`src/rtl/mic_pkg.sv`:
```
// Purpose: Shared constants and types of the interrupt controller.
// Assumes: 8-bit registers on a plain strobe port, one clock domain.
// Notes:   Source index order doubles as fixed service priority.

package mic_pkg;

  // ----------------------------------------
  // Sizes
  // ----------------------------------------
  localparam int NEXT  = 4;
  localparam int NCMP  = 2;
  localparam int NGRP  = 5;
  localparam int NUART = 3;
  localparam int NSRC  = NEXT + NCMP + 1 + NGRP;
  localparam int SW    = 4;
  localparam int AW    = 4;
  localparam int DW    = 8;

  // ----------------------------------------
  // Register offsets
  // ----------------------------------------
  localparam logic [AW-1:0] ADDR_CTRL = 4'h0;
  localparam logic [AW-1:0] ADDR_EXT  = 4'h1;
  localparam logic [AW-1:0] ADDR_EDGE = 4'h2;
  localparam logic [AW-1:0] ADDR_CMP  = 4'h3;
  localparam logic [AW-1:0] ADDR_GRPF = 4'h4;
  localparam logic [AW-1:0] ADDR_GRPE = 4'h5;
  localparam logic [AW-1:0] ADDR_UART = 4'h6;

  // ----------------------------------------
  // Field positions
  // ----------------------------------------
  localparam int CTRL_GIE_BIT  = 0;
  localparam int CTRL_FULL_BIT = 1;
  localparam int EXT_FLAG_LSB  = 4;
  localparam int EXT_EN_LSB    = 0;
  localparam int CMP_FLAG_LSB  = 4;
  localparam int CONV_FLAG_BIT = 6;
  localparam int CMP_EN_LSB    = 0;
  localparam int CONV_EN_BIT   = 2;
  localparam int UART_FLAG_LSB = 4;
  localparam int UART_EN_LSB   = 0;

  // ----------------------------------------
  // Source indices, lowest index serviced first
  // ----------------------------------------
  localparam int SRC_EXT    = 0;
  localparam int SRC_CMP    = 4;
  localparam int SRC_CONV   = 6;
  localparam int SRC_GRP    = 7;
  localparam int UART_GROUP = 4;

  // ----------------------------------------
  // Reset values
  // ----------------------------------------
  localparam logic [DW-1:0] RST_BYTE = 8'h00;
  localparam logic          RST_BIT  = 1'b0;

  // ----------------------------------------
  // Types
  // ----------------------------------------
  typedef enum logic [1:0] {
    MIC_EDGE_OFF  = 2'b00,
    MIC_EDGE_RISE = 2'b01,
    MIC_EDGE_FALL = 2'b10,
    MIC_EDGE_BOTH = 2'b11
  } mic_edge_type;

  typedef struct packed {
    logic          wr;
    logic          rd;
    logic [AW-1:0] addr;
    logic [DW-1:0] wdata;
  } mic_bus_req_type;

endpackage

```
`src/rtl/mic_stack.sv`:
```
// Purpose: Return address stack shared by calls and interrupts.
// Assumes: Push and pop never in the same cycle.
// Notes:   Top of stack read combinationally for a same-cycle pop.

module mic_stack #(
  parameter int PC_W  = 16,
  parameter int DEPTH = 8
) (
  // Clock and reset
  input  wire logic            clk,
  input  wire logic            arst_n,
  // Stack access
  input  wire logic            push,
  input  wire logic            pop,
  input  wire logic [PC_W-1:0] push_data,
  output logic      [PC_W-1:0] top_data,
  output logic                 full
);

  localparam int PW = $clog2(DEPTH + 1);

  logic [PC_W-1:0] mem [DEPTH];
  logic [PW-1:0]   sp_r;

  // ----------------------------------------
  // Pointer
  // ----------------------------------------
  always_ff @(posedge clk or negedge arst_n)
  begin
    if (!arst_n)
      sp_r <= '0;
    else if (push && !full)
      sp_r <= sp_r + PW'(1);
    else if (pop && sp_r != '0)
      sp_r <= sp_r - PW'(1);
  end

  // ----------------------------------------
  // Storage
  // ----------------------------------------
  always_ff @(posedge clk)
  begin
    if (push && !full)
      mem[sp_r[PW-1:0] % DEPTH] <= push_data;
  end

  // Empty stack pops as zero rather than stale data
  assign top_data = (sp_r == '0) ? '0 : mem[(sp_r - PW'(1)) % DEPTH];
  assign full     = (sp_r == PW'(DEPTH));

endmodule

```
`src/rtl/mic_ctrl.sv`:
```
// Purpose: Interrupt controller: flags, enables, priority, vectoring.
// Assumes: Core pulses stack_push, stack_pop, return_from_interrupt_req one at a time.
// Notes:   Vector table and priority fixed by parameters and index order.
//
// Summary of operation
// UART flags in bits 6..4; bits 7 and 3 read zero.
// UART enables in bits 2..0; one enables the channel (the bits are only stored and read back, they gate no flag).
// A source condition sets its request flag.
// A set flag with its enable clear stays set, no vectoring.
// Global enable low means no interrupt is taken.
// Taking pushes next PC and loads the source vector.
// Return-from-interrupt pops the saved PC and resumes.
// Any taken interrupt clears the global enable.
// Requests while blocked keep their flags for later service.
// Software re-sets the global enable for nesting.
// Full stack defers every request until a pop.
// Simultaneous enabled requests served in fixed priority order.
// A flag becoming set wakes the core from sleep or idle.
// Each external pin sets its flag on the selected edge.
// Pin acts only if enabled, function selected and input.
// Edge control: rising, falling, both, or disabled.
// Servicing an external interrupt clears its flag.
// Comparator output change sets flag; service clears it.
// Five multi-function groups collect member requests.
// Any member request sets its group flag.
// Group service clears only group flag; members stay set.
// Conversion done sets flag; service clears it.
// Vectors and priority order are implementation parameters.

module mic_ctrl #(
  parameter int              PC_W       = 16,
  parameter int              DEPTH      = 8,
  parameter logic [PC_W-1:0] VEC_BASE   = 16'h0004,
  parameter logic [PC_W-1:0] VEC_STRIDE = 16'h0004
) (
  // Clock and reset
  input  wire logic                  clk,
  input  wire logic                  arst_n,
  // Register port
  input  wire mic_pkg::mic_bus_req_type bus_req,
  output logic [mic_pkg::DW-1:0]     rd_data_r,
  // External pins and their pin setup
  input  wire logic [mic_pkg::NEXT-1:0] ext_irq_pins,
  input  wire logic [mic_pkg::NEXT-1:0] ext_pin_func_sel,
  input  wire logic [mic_pkg::NEXT-1:0] ext_port_dir_in,
  // Internal sources
  input  wire logic [mic_pkg::NCMP-1:0]  cmp_out,
  input  wire logic                      conv_done,
  input  wire logic [mic_pkg::NGRP-1:0]  grp_member_req,
  input  wire logic [mic_pkg::NUART-1:0] uart_req,
  // Core side
  input  wire logic [PC_W-1:0]       next_pc,
  input  wire logic                  stack_push,
  input  wire logic                  stack_pop,
  input  wire logic                  return_from_interrupt_req,
  output logic                       pc_load_r,
  output logic [PC_W-1:0]            pc_value_r,
  output logic                       irq_taken_r,
  output logic [mic_pkg::SW-1:0]     taken_src_r,
  output logic                       wake_r
);

  localparam int NSRC = mic_pkg::NSRC;
  localparam int NEXT = mic_pkg::NEXT;
  localparam int NCMP = mic_pkg::NCMP;
  localparam int NGRP = mic_pkg::NGRP;
  localparam int NU   = mic_pkg::NUART;
  localparam int SW   = mic_pkg::SW;

  // ----------------------------------------
  // Functions
  // ----------------------------------------
  function automatic logic edge_hit(input logic [1:0] mode, input logic rise,
                                    input logic fall);
    case (mic_pkg::mic_edge_type'(mode))
      mic_pkg::MIC_EDGE_RISE: edge_hit = rise;
      mic_pkg::MIC_EDGE_FALL: edge_hit = fall;
      mic_pkg::MIC_EDGE_BOTH: edge_hit = rise | fall;
      default:                edge_hit = 1'b0;
    endcase
  endfunction

  function automatic logic [SW-1:0] first_set(input logic [NSRC-1:0] v);
    first_set = '0;
    for (int i = NSRC - 1; i >= 0; i--)
      if (v[i])
        first_set = SW'(i);
  endfunction

  function automatic logic [PC_W-1:0] vec_addr(input logic [SW-1:0] idx);
    vec_addr = PC_W'(VEC_BASE + PC_W'(idx) * VEC_STRIDE);
  endfunction

  // ----------------------------------------
  // Declarations
  // ----------------------------------------
  logic [NEXT-1:0]   ext_s1_r, ext_s2_r, ext_s3_r, ext_lvl_r, ext_ok_r;
  logic [NEXT-1:0]   ext_flag_r, ext_en_r, ext_set, ext_flag_nxt;
  logic [2*NEXT-1:0] edge_sel_r;
  logic [NCMP-1:0]   cmp_prev_r, cmp_flag_r, cmp_en_r, cmp_set, cmp_flag_nxt;
  logic              cmp_ok_r;
  logic              conv_flag_r, conv_en_r, conv_flag_nxt;
  logic [NGRP-1:0]   grp_flag_r, grp_en_r, grp_set, grp_flag_nxt;
  logic [NU-1:0]     uart_flag_r, uart_en_r, uart_flag_nxt;
  logic              gie_r;
  logic [NSRC-1:0]   src_flag, src_en, pending, clr_vec;
  logic [SW-1:0]     win;
  logic              take, stk_full;
  logic [PC_W-1:0]   stk_top;
  logic              wr_ext, wr_cmp, wr_grpf, wr_uart, wr_ctrl;
  logic              new_set;
  logic [mic_pkg::DW-1:0] rd_nxt;

  assign wr_ctrl = bus_req.wr && bus_req.addr == mic_pkg::ADDR_CTRL;
  assign wr_ext  = bus_req.wr && bus_req.addr == mic_pkg::ADDR_EXT;
  assign wr_cmp  = bus_req.wr && bus_req.addr == mic_pkg::ADDR_CMP;
  assign wr_grpf = bus_req.wr && bus_req.addr == mic_pkg::ADDR_GRPF;
  assign wr_uart = bus_req.wr && bus_req.addr == mic_pkg::ADDR_UART;

  // ----------------------------------------
  // Pin synchronisers and edge detection
  // ----------------------------------------
  always_ff @(posedge clk or negedge arst_n)
  begin
    if (!arst_n)
    begin
      ext_s1_r  <= '0;
      ext_s2_r  <= '0;
      ext_s3_r  <= '0;
      ext_lvl_r <= '0;
      ext_ok_r  <= '0;
    end
    else
    begin
      ext_s1_r <= ext_irq_pins;
      ext_s2_r <= ext_s1_r;
      ext_s3_r <= ext_s2_r;
      for (int i = 0; i < NEXT; i++)
        if (ext_s2_r[i] == ext_s3_r[i])
        begin
          ext_lvl_r[i] <= ext_s3_r[i];
          ext_ok_r[i]  <= 1'b1;
        end
    end
  end

  // First settled level after reset only primes, never counts as an edge
  always_comb
  begin
    for (int i = 0; i < NEXT; i++)
      ext_set[i] = ext_ok_r[i] && ext_s2_r[i] == ext_s3_r[i]
                   && ext_en_r[i] && ext_pin_func_sel[i] && ext_port_dir_in[i]
                   && edge_hit(edge_sel_r[2*i +: 2], ext_s3_r[i] & ~ext_lvl_r[i],
                               ~ext_s3_r[i] & ext_lvl_r[i]);
  end

  // ----------------------------------------
  // Source events
  // ----------------------------------------
  assign cmp_set = cmp_ok_r ? (cmp_out ^ cmp_prev_r) : '0;

  always_ff @(posedge clk or negedge arst_n)
  begin
    if (!arst_n)
    begin
      cmp_prev_r <= '0;
      cmp_ok_r   <= 1'b0;
    end
    else
    begin
      cmp_prev_r <= cmp_out;
      cmp_ok_r   <= 1'b1;
    end
  end

  // Group flags follow member raises, whatever the member enables say
  always_comb
  begin
    grp_set = grp_member_req;
    grp_set[mic_pkg::UART_GROUP] = grp_member_req[mic_pkg::UART_GROUP] | (|uart_req);
  end

  // ----------------------------------------
  // Priority and take decision
  // ----------------------------------------
  assign src_flag = {grp_flag_r, conv_flag_r, cmp_flag_r, ext_flag_r};
  assign src_en   = {grp_en_r, conv_en_r, cmp_en_r, ext_en_r};
  assign pending  = src_flag & src_en;
  assign win      = first_set(pending);
  // Core stack traffic defers a take by a cycle to keep one stack user
  assign take     = gie_r && (|pending) && !stk_full
                    && !stack_push && !stack_pop && !return_from_interrupt_req;
  assign clr_vec  = take ? (NSRC'(1) << win) : '0;

  // ----------------------------------------
  // Flag next values, set beats any clear
  // ----------------------------------------
  always_comb
  begin
    ext_flag_nxt  = ext_set | ((wr_ext ? bus_req.wdata[mic_pkg::EXT_FLAG_LSB +: NEXT]
                                       : ext_flag_r) & ~clr_vec[mic_pkg::SRC_EXT +: NEXT]);
    cmp_flag_nxt  = cmp_set | ((wr_cmp ? bus_req.wdata[mic_pkg::CMP_FLAG_LSB +: NCMP]
                                       : cmp_flag_r) & ~clr_vec[mic_pkg::SRC_CMP +: NCMP]);
    conv_flag_nxt = conv_done | ((wr_cmp ? bus_req.wdata[mic_pkg::CONV_FLAG_BIT]
                                         : conv_flag_r) & ~clr_vec[mic_pkg::SRC_CONV]);
    grp_flag_nxt  = grp_set | ((wr_grpf ? bus_req.wdata[NGRP-1:0]
                                        : grp_flag_r) & ~clr_vec[mic_pkg::SRC_GRP +: NGRP]);
    // Member flags are never touched by a take
    uart_flag_nxt = uart_req | (wr_uart ? bus_req.wdata[mic_pkg::UART_FLAG_LSB +: NU]
                                        : uart_flag_r);
  end

  assign new_set = |({ext_set, cmp_set, conv_done, grp_set, uart_req}
                     & ~{ext_flag_r, cmp_flag_r, conv_flag_r, grp_flag_r, uart_flag_r});

  always_ff @(posedge clk or negedge arst_n)
  begin
    if (!arst_n)
    begin
      ext_flag_r  <= '0;
      cmp_flag_r  <= '0;
      conv_flag_r <= mic_pkg::RST_BIT;
      grp_flag_r  <= '0;
      uart_flag_r <= '0;
    end
    else
    begin
      ext_flag_r  <= ext_flag_nxt;
      cmp_flag_r  <= cmp_flag_nxt;
      conv_flag_r <= conv_flag_nxt;
      grp_flag_r  <= grp_flag_nxt;
      uart_flag_r <= uart_flag_nxt;
    end
  end

  // ----------------------------------------
  // Enables and edge control
  // ----------------------------------------
  always_ff @(posedge clk or negedge arst_n)
  begin
    if (!arst_n)
    begin
      ext_en_r   <= '0;
      edge_sel_r <= mic_pkg::RST_BYTE;
      cmp_en_r   <= '0;
      conv_en_r  <= mic_pkg::RST_BIT;
      grp_en_r   <= '0;
      uart_en_r  <= '0;
    end
    else if (bus_req.wr)
    begin
      case (bus_req.addr)
        mic_pkg::ADDR_EXT:  ext_en_r   <= bus_req.wdata[mic_pkg::EXT_EN_LSB +: NEXT];
        mic_pkg::ADDR_EDGE: edge_sel_r <= bus_req.wdata;
        mic_pkg::ADDR_CMP:
        begin
          cmp_en_r  <= bus_req.wdata[mic_pkg::CMP_EN_LSB +: NCMP];
          conv_en_r <= bus_req.wdata[mic_pkg::CONV_EN_BIT];
        end
        mic_pkg::ADDR_GRPE: grp_en_r   <= bus_req.wdata[NGRP-1:0];
        mic_pkg::ADDR_UART: uart_en_r  <= bus_req.wdata[mic_pkg::UART_EN_LSB +: NU];
        default:            ;
      endcase
    end
  end

  // Hardware clear on take wins over a software set in the same cycle
  always_ff @(posedge clk or negedge arst_n)
  begin
    if (!arst_n)
      gie_r <= mic_pkg::RST_BIT;
    else if (take)
      gie_r <= 1'b0;
    else if (wr_ctrl)
      gie_r <= bus_req.wdata[mic_pkg::CTRL_GIE_BIT];
  end

  // ----------------------------------------
  // Return address stack
  // ----------------------------------------
  mic_stack #(
    .PC_W  (PC_W),
    .DEPTH (DEPTH)
  ) u_stack (
    .clk       (clk),
    .arst_n    (arst_n),
    .push      (take | stack_push),
    .pop       (stack_pop | return_from_interrupt_req),
    .push_data (next_pc),
    .top_data  (stk_top),
    .full      (stk_full)
  );

  // ----------------------------------------
  // Program counter load and status outputs
  // ----------------------------------------
  always_ff @(posedge clk or negedge arst_n)
  begin
    if (!arst_n)
    begin
      pc_load_r   <= 1'b0;
      pc_value_r  <= '0;
      irq_taken_r <= 1'b0;
      taken_src_r <= '0;
      wake_r      <= 1'b0;
    end
    else
    begin
      pc_load_r   <= take | return_from_interrupt_req;
      irq_taken_r <= take;
      wake_r      <= new_set;
      if (take)
      begin
        pc_value_r  <= vec_addr(win);
        taken_src_r <= win;
      end
      else if (return_from_interrupt_req)
        pc_value_r <= stk_top;
    end
  end

  // ----------------------------------------
  // Register read
  // ----------------------------------------
  always_comb
  begin
    rd_nxt = mic_pkg::RST_BYTE;
    case (bus_req.addr)
      mic_pkg::ADDR_CTRL:
      begin
        rd_nxt[mic_pkg::CTRL_GIE_BIT]  = gie_r;
        rd_nxt[mic_pkg::CTRL_FULL_BIT] = stk_full;
      end
      mic_pkg::ADDR_EXT:
      begin
        rd_nxt[mic_pkg::EXT_FLAG_LSB +: NEXT] = ext_flag_r;
        rd_nxt[mic_pkg::EXT_EN_LSB +: NEXT]   = ext_en_r;
      end
      mic_pkg::ADDR_EDGE: rd_nxt = edge_sel_r;
      mic_pkg::ADDR_CMP:
      begin
        rd_nxt[mic_pkg::CMP_FLAG_LSB +: NCMP] = cmp_flag_r;
        rd_nxt[mic_pkg::CONV_FLAG_BIT]        = conv_flag_r;
        rd_nxt[mic_pkg::CMP_EN_LSB +: NCMP]   = cmp_en_r;
        rd_nxt[mic_pkg::CONV_EN_BIT]          = conv_en_r;
      end
      mic_pkg::ADDR_GRPF: rd_nxt[NGRP-1:0] = grp_flag_r;
      mic_pkg::ADDR_GRPE: rd_nxt[NGRP-1:0] = grp_en_r;
      mic_pkg::ADDR_UART:
      begin
        rd_nxt[mic_pkg::UART_FLAG_LSB +: NU] = uart_flag_r;
        rd_nxt[mic_pkg::UART_EN_LSB +: NU]   = uart_en_r;
      end
      default: ;
    endcase
  end

  always_ff @(posedge clk or negedge arst_n)
  begin
    if (!arst_n)
      rd_data_r <= mic_pkg::RST_BYTE;
    else
      rd_data_r <= bus_req.rd ? rd_nxt : mic_pkg::RST_BYTE;
  end
endmodule

```
`config.mk`:
```
export PLATFORM = sky130hd
export DESIGN_NAME = mic_ctrl
export DESIGN_NICKNAME = d
export VERILOG_FILES = /design/src/rtl/mic_pkg.sv /design/src/rtl/mic_stack.sv /design/src/rtl/mic_ctrl.sv
export SDC_FILE = /design/constraint.sdc
export NUM_CORES = 1
export LEC_CHECK = 0
export BUFFER_PORTS_ARGS = -buffer_cell sky130_fd_sc_hd__buf_2
export CAP_MARGIN = 20
export CELL_PAD_IN_SITES_DETAIL_PLACEMENT = 1
export CELL_PAD_IN_SITES_GLOBAL_PLACEMENT = 2
export CORE_AREA = 2 2 143 201
export DETAILED_ROUTE_END_ITERATION = 16
export DIE_AREA = 0 0 145 203
export GPL_TIMING_DRIVEN = 0
export HOLD_SLACK_MARGIN = 0.05
export PLACE_DENSITY_LB_ADDON = 0.1
export SLEW_MARGIN = 20
export SYNTH_ARGS = -nofsm -noshare
export SYNTH_HDL_FRONTEND = slang
export SYNTH_SLANG_ARGS = --single-unit
```
`constraint.sdc`:
```
create_clock -name clk -period 4.3 [get_ports clk]
set_clock_uncertainty 0.15 [all_clocks]
set_input_delay 0.215 -clock clk [delete_from_list [all_inputs] [get_ports clk]]
set_output_delay 0.215 -clock clk [all_outputs]
set_load 0.02 [all_outputs]
```
# Word-level counts from Yosys, hierarchy flattened
# Memory sizes are Yosys's and may differ from the RTL's.
# Index checks and enable logic that the tools add are counted.
# Widths: inputs -> output; s select.
[totals]
out_inout_bits = 31
memories = 1
ram_bits = 128
rom_bits = 0
ff_bits = 97
in_bits = 58
latchBits = 0
[mem_list]
columns = ["memory", "depth", "word_bits", "rd", "rd_clocked_by_memory_dff", "wr", "line_no", "text"]
rows = [
  ["u_stack.mem", 8, 16, 1, 0, 1, "mic_stack.sv:22", "logic [PC_W-1:0] mem [DEPTH];"],
]
[op_classes]
shifts = 1
n_div = 0
n_bitwise = 41
addsub = 4
muxes = 39
reduce_logical = 50
n_lt_le_gt_ge = 0
n_eq_ne = 23
multipliers = 0
[ops]
columns = ["cell", "count"]
rows = [
  ["$mux 4", 15],
  ["$mux 16", 3],
  ["$logic_and 1x1->1", 32],
  ["$eq 2x2->1 const B", 8],
  ["$and 15x15->15", 1],
  ["$not 15->15", 1],
  ["$reduce_or 15->1", 1],
  ["$pmux 2 s7", 1],
  ["$and 12x12->12", 1],
  ["$eq 4x3->1 const B", 3],
  ["$mux 12", 1],
  ["$pmux 1 s3", 4],
  ["$pmux 1 s6", 2],
  ["$reduce_or 12->1", 1],
  ["$shl 1x4->12 const A", 1],
  ["$reduce_and 2->1", 5],
  ["$and 1x1->1", 9],
  ["$not 1->1", 9],
  ["$or 1x1->1", 9],
  ["$eq 2x1->1 const B", 4],
  ["$eq 4x2->1 const B", 2],
  ["$logic_not 4->1", 2],
  ["$mux 8", 1],
  ["$pmux 2 s4", 1],
  ["other kinds (28)", 41],
]

# Longest topological paths before layout
[logic_depth]
ltp_word = 18
mapped_depth = 12
mapped_depth_nobuf = 11

# By module
# From an unflattened synthesis, not the netlist that was laid out.
[hier_totals]
hier_cells = 659
hier_area_um2 = 9860.7
[by_module_without_submodules]
columns = ["mod", "cells_per_inst", "instances", "area_per_inst_um2"]
rows = [
  ["mic_stack", 269, 1, 5316.3],
  ["mic_ctrl", 390, 1, 4544.4],
]

# Worst setup path before layout
# Ideal clock, no wire load.
[synth_path]
path_type = "register to register"
start = "register u_stack.sp_r[0]"
end = "memory u_stack.mem[0][0] (enable)"
arrival_ns = 3.193
n_path_buf = 1
period_less_slack_ns = 3.773
path_slack_ns = 0.527
path_stages_with_launch = 9
required_ns = 3.720
path_cell_list = "dfrtp_1 -> buf_2 -> inv_1 -> ha_1 -> nand3b_1 -> o21ai_0 -> a21oi_4 -> inv_2 -> nor4_1"
[synth_via]
elab_chain_cells = 10
[synth_rtl]
columns = ["element", "line_no", "text"]
rows = [
  ["start: declaration", "mic_stack.sv:23", "logic [PW-1:0] sp_r;"],
  ["start signal: assignment", "mic_stack.sv:33", "sp_r <= sp_r + PW'(1);"],
  ["start signal: assignment", "mic_stack.sv:35", "sp_r <= sp_r - PW'(1);"],
  ["$eq 4x4->1", "mic_stack.sv:49", "assign full = (sp_r == PW'(DEPTH));"],
  ["$logic_not 1->1", "mic_stack.sv:43, mic_ctrl.sv:191", ""],
  ["$logic_and 1x1->1", "mic_ctrl.sv:191", "assign take = gie_r && (|pending) && !stk_full"],
  ["$logic_and 1x1->1 (3 in a row)", "mic_ctrl.sv:192", "&& !stack_push && !stack_pop && !return_from_interrupt_req;"],
  ["$or 1x1->1", "mic_ctrl.sv:287", ".push (take | stack_push),"],
  ["$logic_and 1x1->1", "mic_stack.sv:43", "if (push && !full)"],
  ["$mux 1", "mic_stack.sv:43", ""],
  ["$mux 1 (not written as such)", "mic_stack.sv:44", "mem[sp_r[PW-1:0] % DEPTH] <= push_data;"],
  ["end: declaration", "mic_stack.sv:22", ""],
]
# Parallel ways exist; a longest one is shown, timed or not.

# Worst setup path after layout
[layout_path]
start = "register u_stack.sp_r[0]"
end = "memory u_stack.mem[5][2] (enable)"
# Same word-level chain as after synthesis.

==> key figures <==
Cells and area
  – Final Instance Area: 12,100 um^2
  – Layout cells sized above 1: 29.5%
  – Count of nets after finishing: 880
  – Layout area overhead: 26.0%
  – Diode count: 0
  – Fillers: 2,800
  – Finished Layout Cells: 1,194

Routing
  – 1st-pass router iterations: 4
  – Via count: 5,993
  – Wire length per cell: 21.9 um
  – Total Wirelength: 26,200 um
  – ANT nets after route: 0
  – Vias/cell: 5.02
  – DRC Markers: 0
  – Iter 0 DRT Violations: 277

Logic synthesis
  – Yosys top cell area share: 40.1%
  – Mean Syn Cell Area: 15.4 um^2
  – Post-synth EDFFs: 128
  – Cell with the most instances after synthesis: edfxtp_1
  – Most common library cells after synthesis: 128 x edfxtp_1, 97 x dfrtp_1, 40 x nand2_1
  – Synth Instances: 624
  – Post-synthesis mux area share: 14.6%
  – Synth warn: 0
  – Top cells by area, synth: edfxtp_1 40%, dfrtp_1 25%, mux4_2 7.8%
  – Ys flop type: edfxtp_1
  – Post-synthesis cell area: 9580 um^2
  – Fraction of registers with async set/reset: 43.1%
  – Unique masters post-synth: 65
  – Sequential-to-total area share from yosys stat: 65.4%
  – Synth Area in Compound Gates: 7.00%
  – Largest family of logic cells by synthesized area: multiplexers
  – Yosys reg bits: 225
  – Area leader, netlist: edfxtp_1
  – Adder-cell share of the synthesized area: 2.58%
  – Syn nets: 698
  – XOR/XNOR Fraction of Synth Area: 1.11%
  – Simple-gate portion of the synthesized area: 6.91%

Clock network
  – Clock transition at path regs: 0.06 ns
  – CTS sink count: 225
  – Hold_buf cts: 53
  – Clock buffer depth: 3
  – Clk_lat worst skew: 0.52 ns
  – Postcts setup bufs: 0
  – CTS tree: built
  – Root buffer cell: clkbuf_16
  – Num CTS Buffers: 24
  – Post-CTS Resized: 0
  – CTS H-tree lvls: 1

GRT
  – Met1 Use GR: 20.6%
  – Largest net degree at the start of global routing: 67
  – M2 GR Usage: 34.2%
  – Grt peak-use layer: met2
  – First-pass GRT wire length: 41,000 um
  – GRT overflow: 0
  – Vias in the first global route: 6,812
  – M3 GR Usage: 2.45%
  – Initial antenna violation count: 0
  – GRT Util Overall: 18.2%

STA
  – Crit path time final: 3.52 ns
  – Final setup violation count: 0
  – Unrepaired setup endpoints after global routing: false
  – Fmax: 284 MHz
  – Fin. max-slew vios: 0
  – Final Hold Viols: 0
  – Final worst-path cycle share: 82.0%
  – Max-slew headroom: 45.9%
  – Final hold slack: 0.0709 ns
  – Slew @ Worst Pin: 0.812 ns

Floorplan
  – Die Y: 203 um
  – Num rows: 72
  – Initial Util: 34.9%
  – Die ar.: 29,400 um^2
  – Die Width: 145 um
  – Ports: 89
  – Core ar.: 27,500 um^2

Job
  – Max-Cap Viols: 0

Critical path
  – Slowest-stage cell, CP: nor3_2
  – CP Cell Sequence: buf_2, inv_1, ha_1, nand3b_1, o21ai_0, a21oi_4, inv_2, nor3_2, buf_6, buf_4
  – Worst Setup Start Kind: register
  – Crit path DAT: 3.59 ns
  – Worst Setup End Kind: register
  – Worst EP required: 4.37 ns
  – WP buf/inv: 5
  – Crit Path Class: reg -> reg
  – Largest stage delay, worst path: 0.58 ns
  – Crit Path Max Fanout: 10
  – CP delay by family, top: buffers and inverters

Run status
  – Status: completed

Power and ir drop
  – P per Cell Area: 622 nW/um^2
  – Worst IR Drop VDD: 0.290 mV
  – Leakage: 4.78 nW

Hold path
  – Min-Delay Path Class: in -> async

Placed design
  – PortBufs: 86
  – RD Place Congestion: 0.835
  – Detailed placer's ending HPWL: 19,000 um
  – Cell Area, Placed: 10,700 um^2
  – Placed instance count: 1,097
[sequential cells by signal (all words and copies together) (netlist names), 5 cells and up]
name         cells
grp_en_r         5
u_stack.mem    128
grp_flag_r       5
rd_data_r        8
pc_value_r      16
edge_sel_r       8
[metal layers]
layer	share of wire (%)	up-vias
li1	-	2747
met2	54	117
met1	38	3084
met4	4.3	0
met5	0	-
met3	3.0	45
[logic make-up (layout without fill, tap and decap cells)]
logic type      count (synthesis)  count (layout)
compound gates                 99              99
xor+xnor                       10              10
fa+ha+maj                      20              20
buf+inv                        49             249
flops                         225             225
mux                            94              94
other cells                     1               1
simple gates                  126             126
[where the power goes]
group | total (W) | switching (W) | internal [W]
combinational | 0.00238 | 0.00131 | 0.00107
sequential | 0.00292 | 0.000255 | 0.00267
clock | 0.00221 | 0.000850 | 0.00136
total | 0.00751 | 0.00241 | 0.00510
[per-stage QoR]
stage               total power (W)  setup TNS (ns)  utilization [%]  setup WS, ns
floorplan                   0.00448               0                -         0.527
global placement            0.00525          -86.43             38.1         -1.62
detailed placement          0.00539               0             38.9         0.660
CTS                         0.00766               0             43.9         0.633
global route                0.00794               0             44.0         0.492
finish                      0.00751               0             44.0         0.775
[final timing paths]
path	startpoint	endpoint	slack [ns]	depth (start not counted)
setup / recovery	u_stack.sp_r[0]	u_stack.mem[5][2]	0.78	10
hold / removal	arst_n	ext_lvl_r[0]	0.07	3
setup reg to reg	u_stack.sp_r[0]	u_stack.mem[5][2]	0.78	10
hold reg to reg	ext_s1_r[3]	ext_s2_r[3]	0.20	0
max in group asynchronous	arst_n	edge_sel_r[7]	3.56	3
min in group clk	bus_req[12]	rd_data_r[3]	0.07	4
[tightest hold or removal path: cells and delay by family]
| family | cells | cell delay (ns) |
|---|---|---|
| buf+inv | 3 | 0.88 |
[cells in the final DEF, fill, tap and decap left out, types with 5 or more instances in the layout]
master / synthesis / layout
ha_1: 15 / 15
xnor2_1: 5 / 5
mux4_2: 33 / 33
dlygate4sd3_1: 0 / 52
a22oi_1: 5 / 5
a211oi_1: 5 / 5
nor2b_1: 5 / 5
nor2_1: 30 / 29
dfrtp_1: 97 / 97
inv_1: 26 / 26
mux2i_1: 31 / 31
buf_2: 8 / 97
o21ai_0: 23 / 23
o22ai_1: 7 / 7
a31oi_1: 5 / 5
o21ai_1: 6 / 6
nand2b_1: 7 / 7
clkbuf_1: 7 / 10
edfxtp_1: 128 / 128
clkbuf_16: 0 / 25
a21oi_1: 16 / 16
bufinv_16: 0 / 5
nand2_1: 40 / 40
mux2_2: 28 / 28
buf_6: 2 / 10
buf_4: 4 / 9
and3_1: 7 / 7
[final cells by class]
type	count	area [um^2]	area share (%)
sequential	225	6270	51.9
multi-input combinational	350	3130	25.9
timing repair buffer	156	1140	9.45
clock buffer	28	637	5.27
tap	370	463	3.83
clock inverter	16	209	1.73
buffer	22	123	1.02
inverter	27	101	0.839
(Power assumes the default switching activity.)
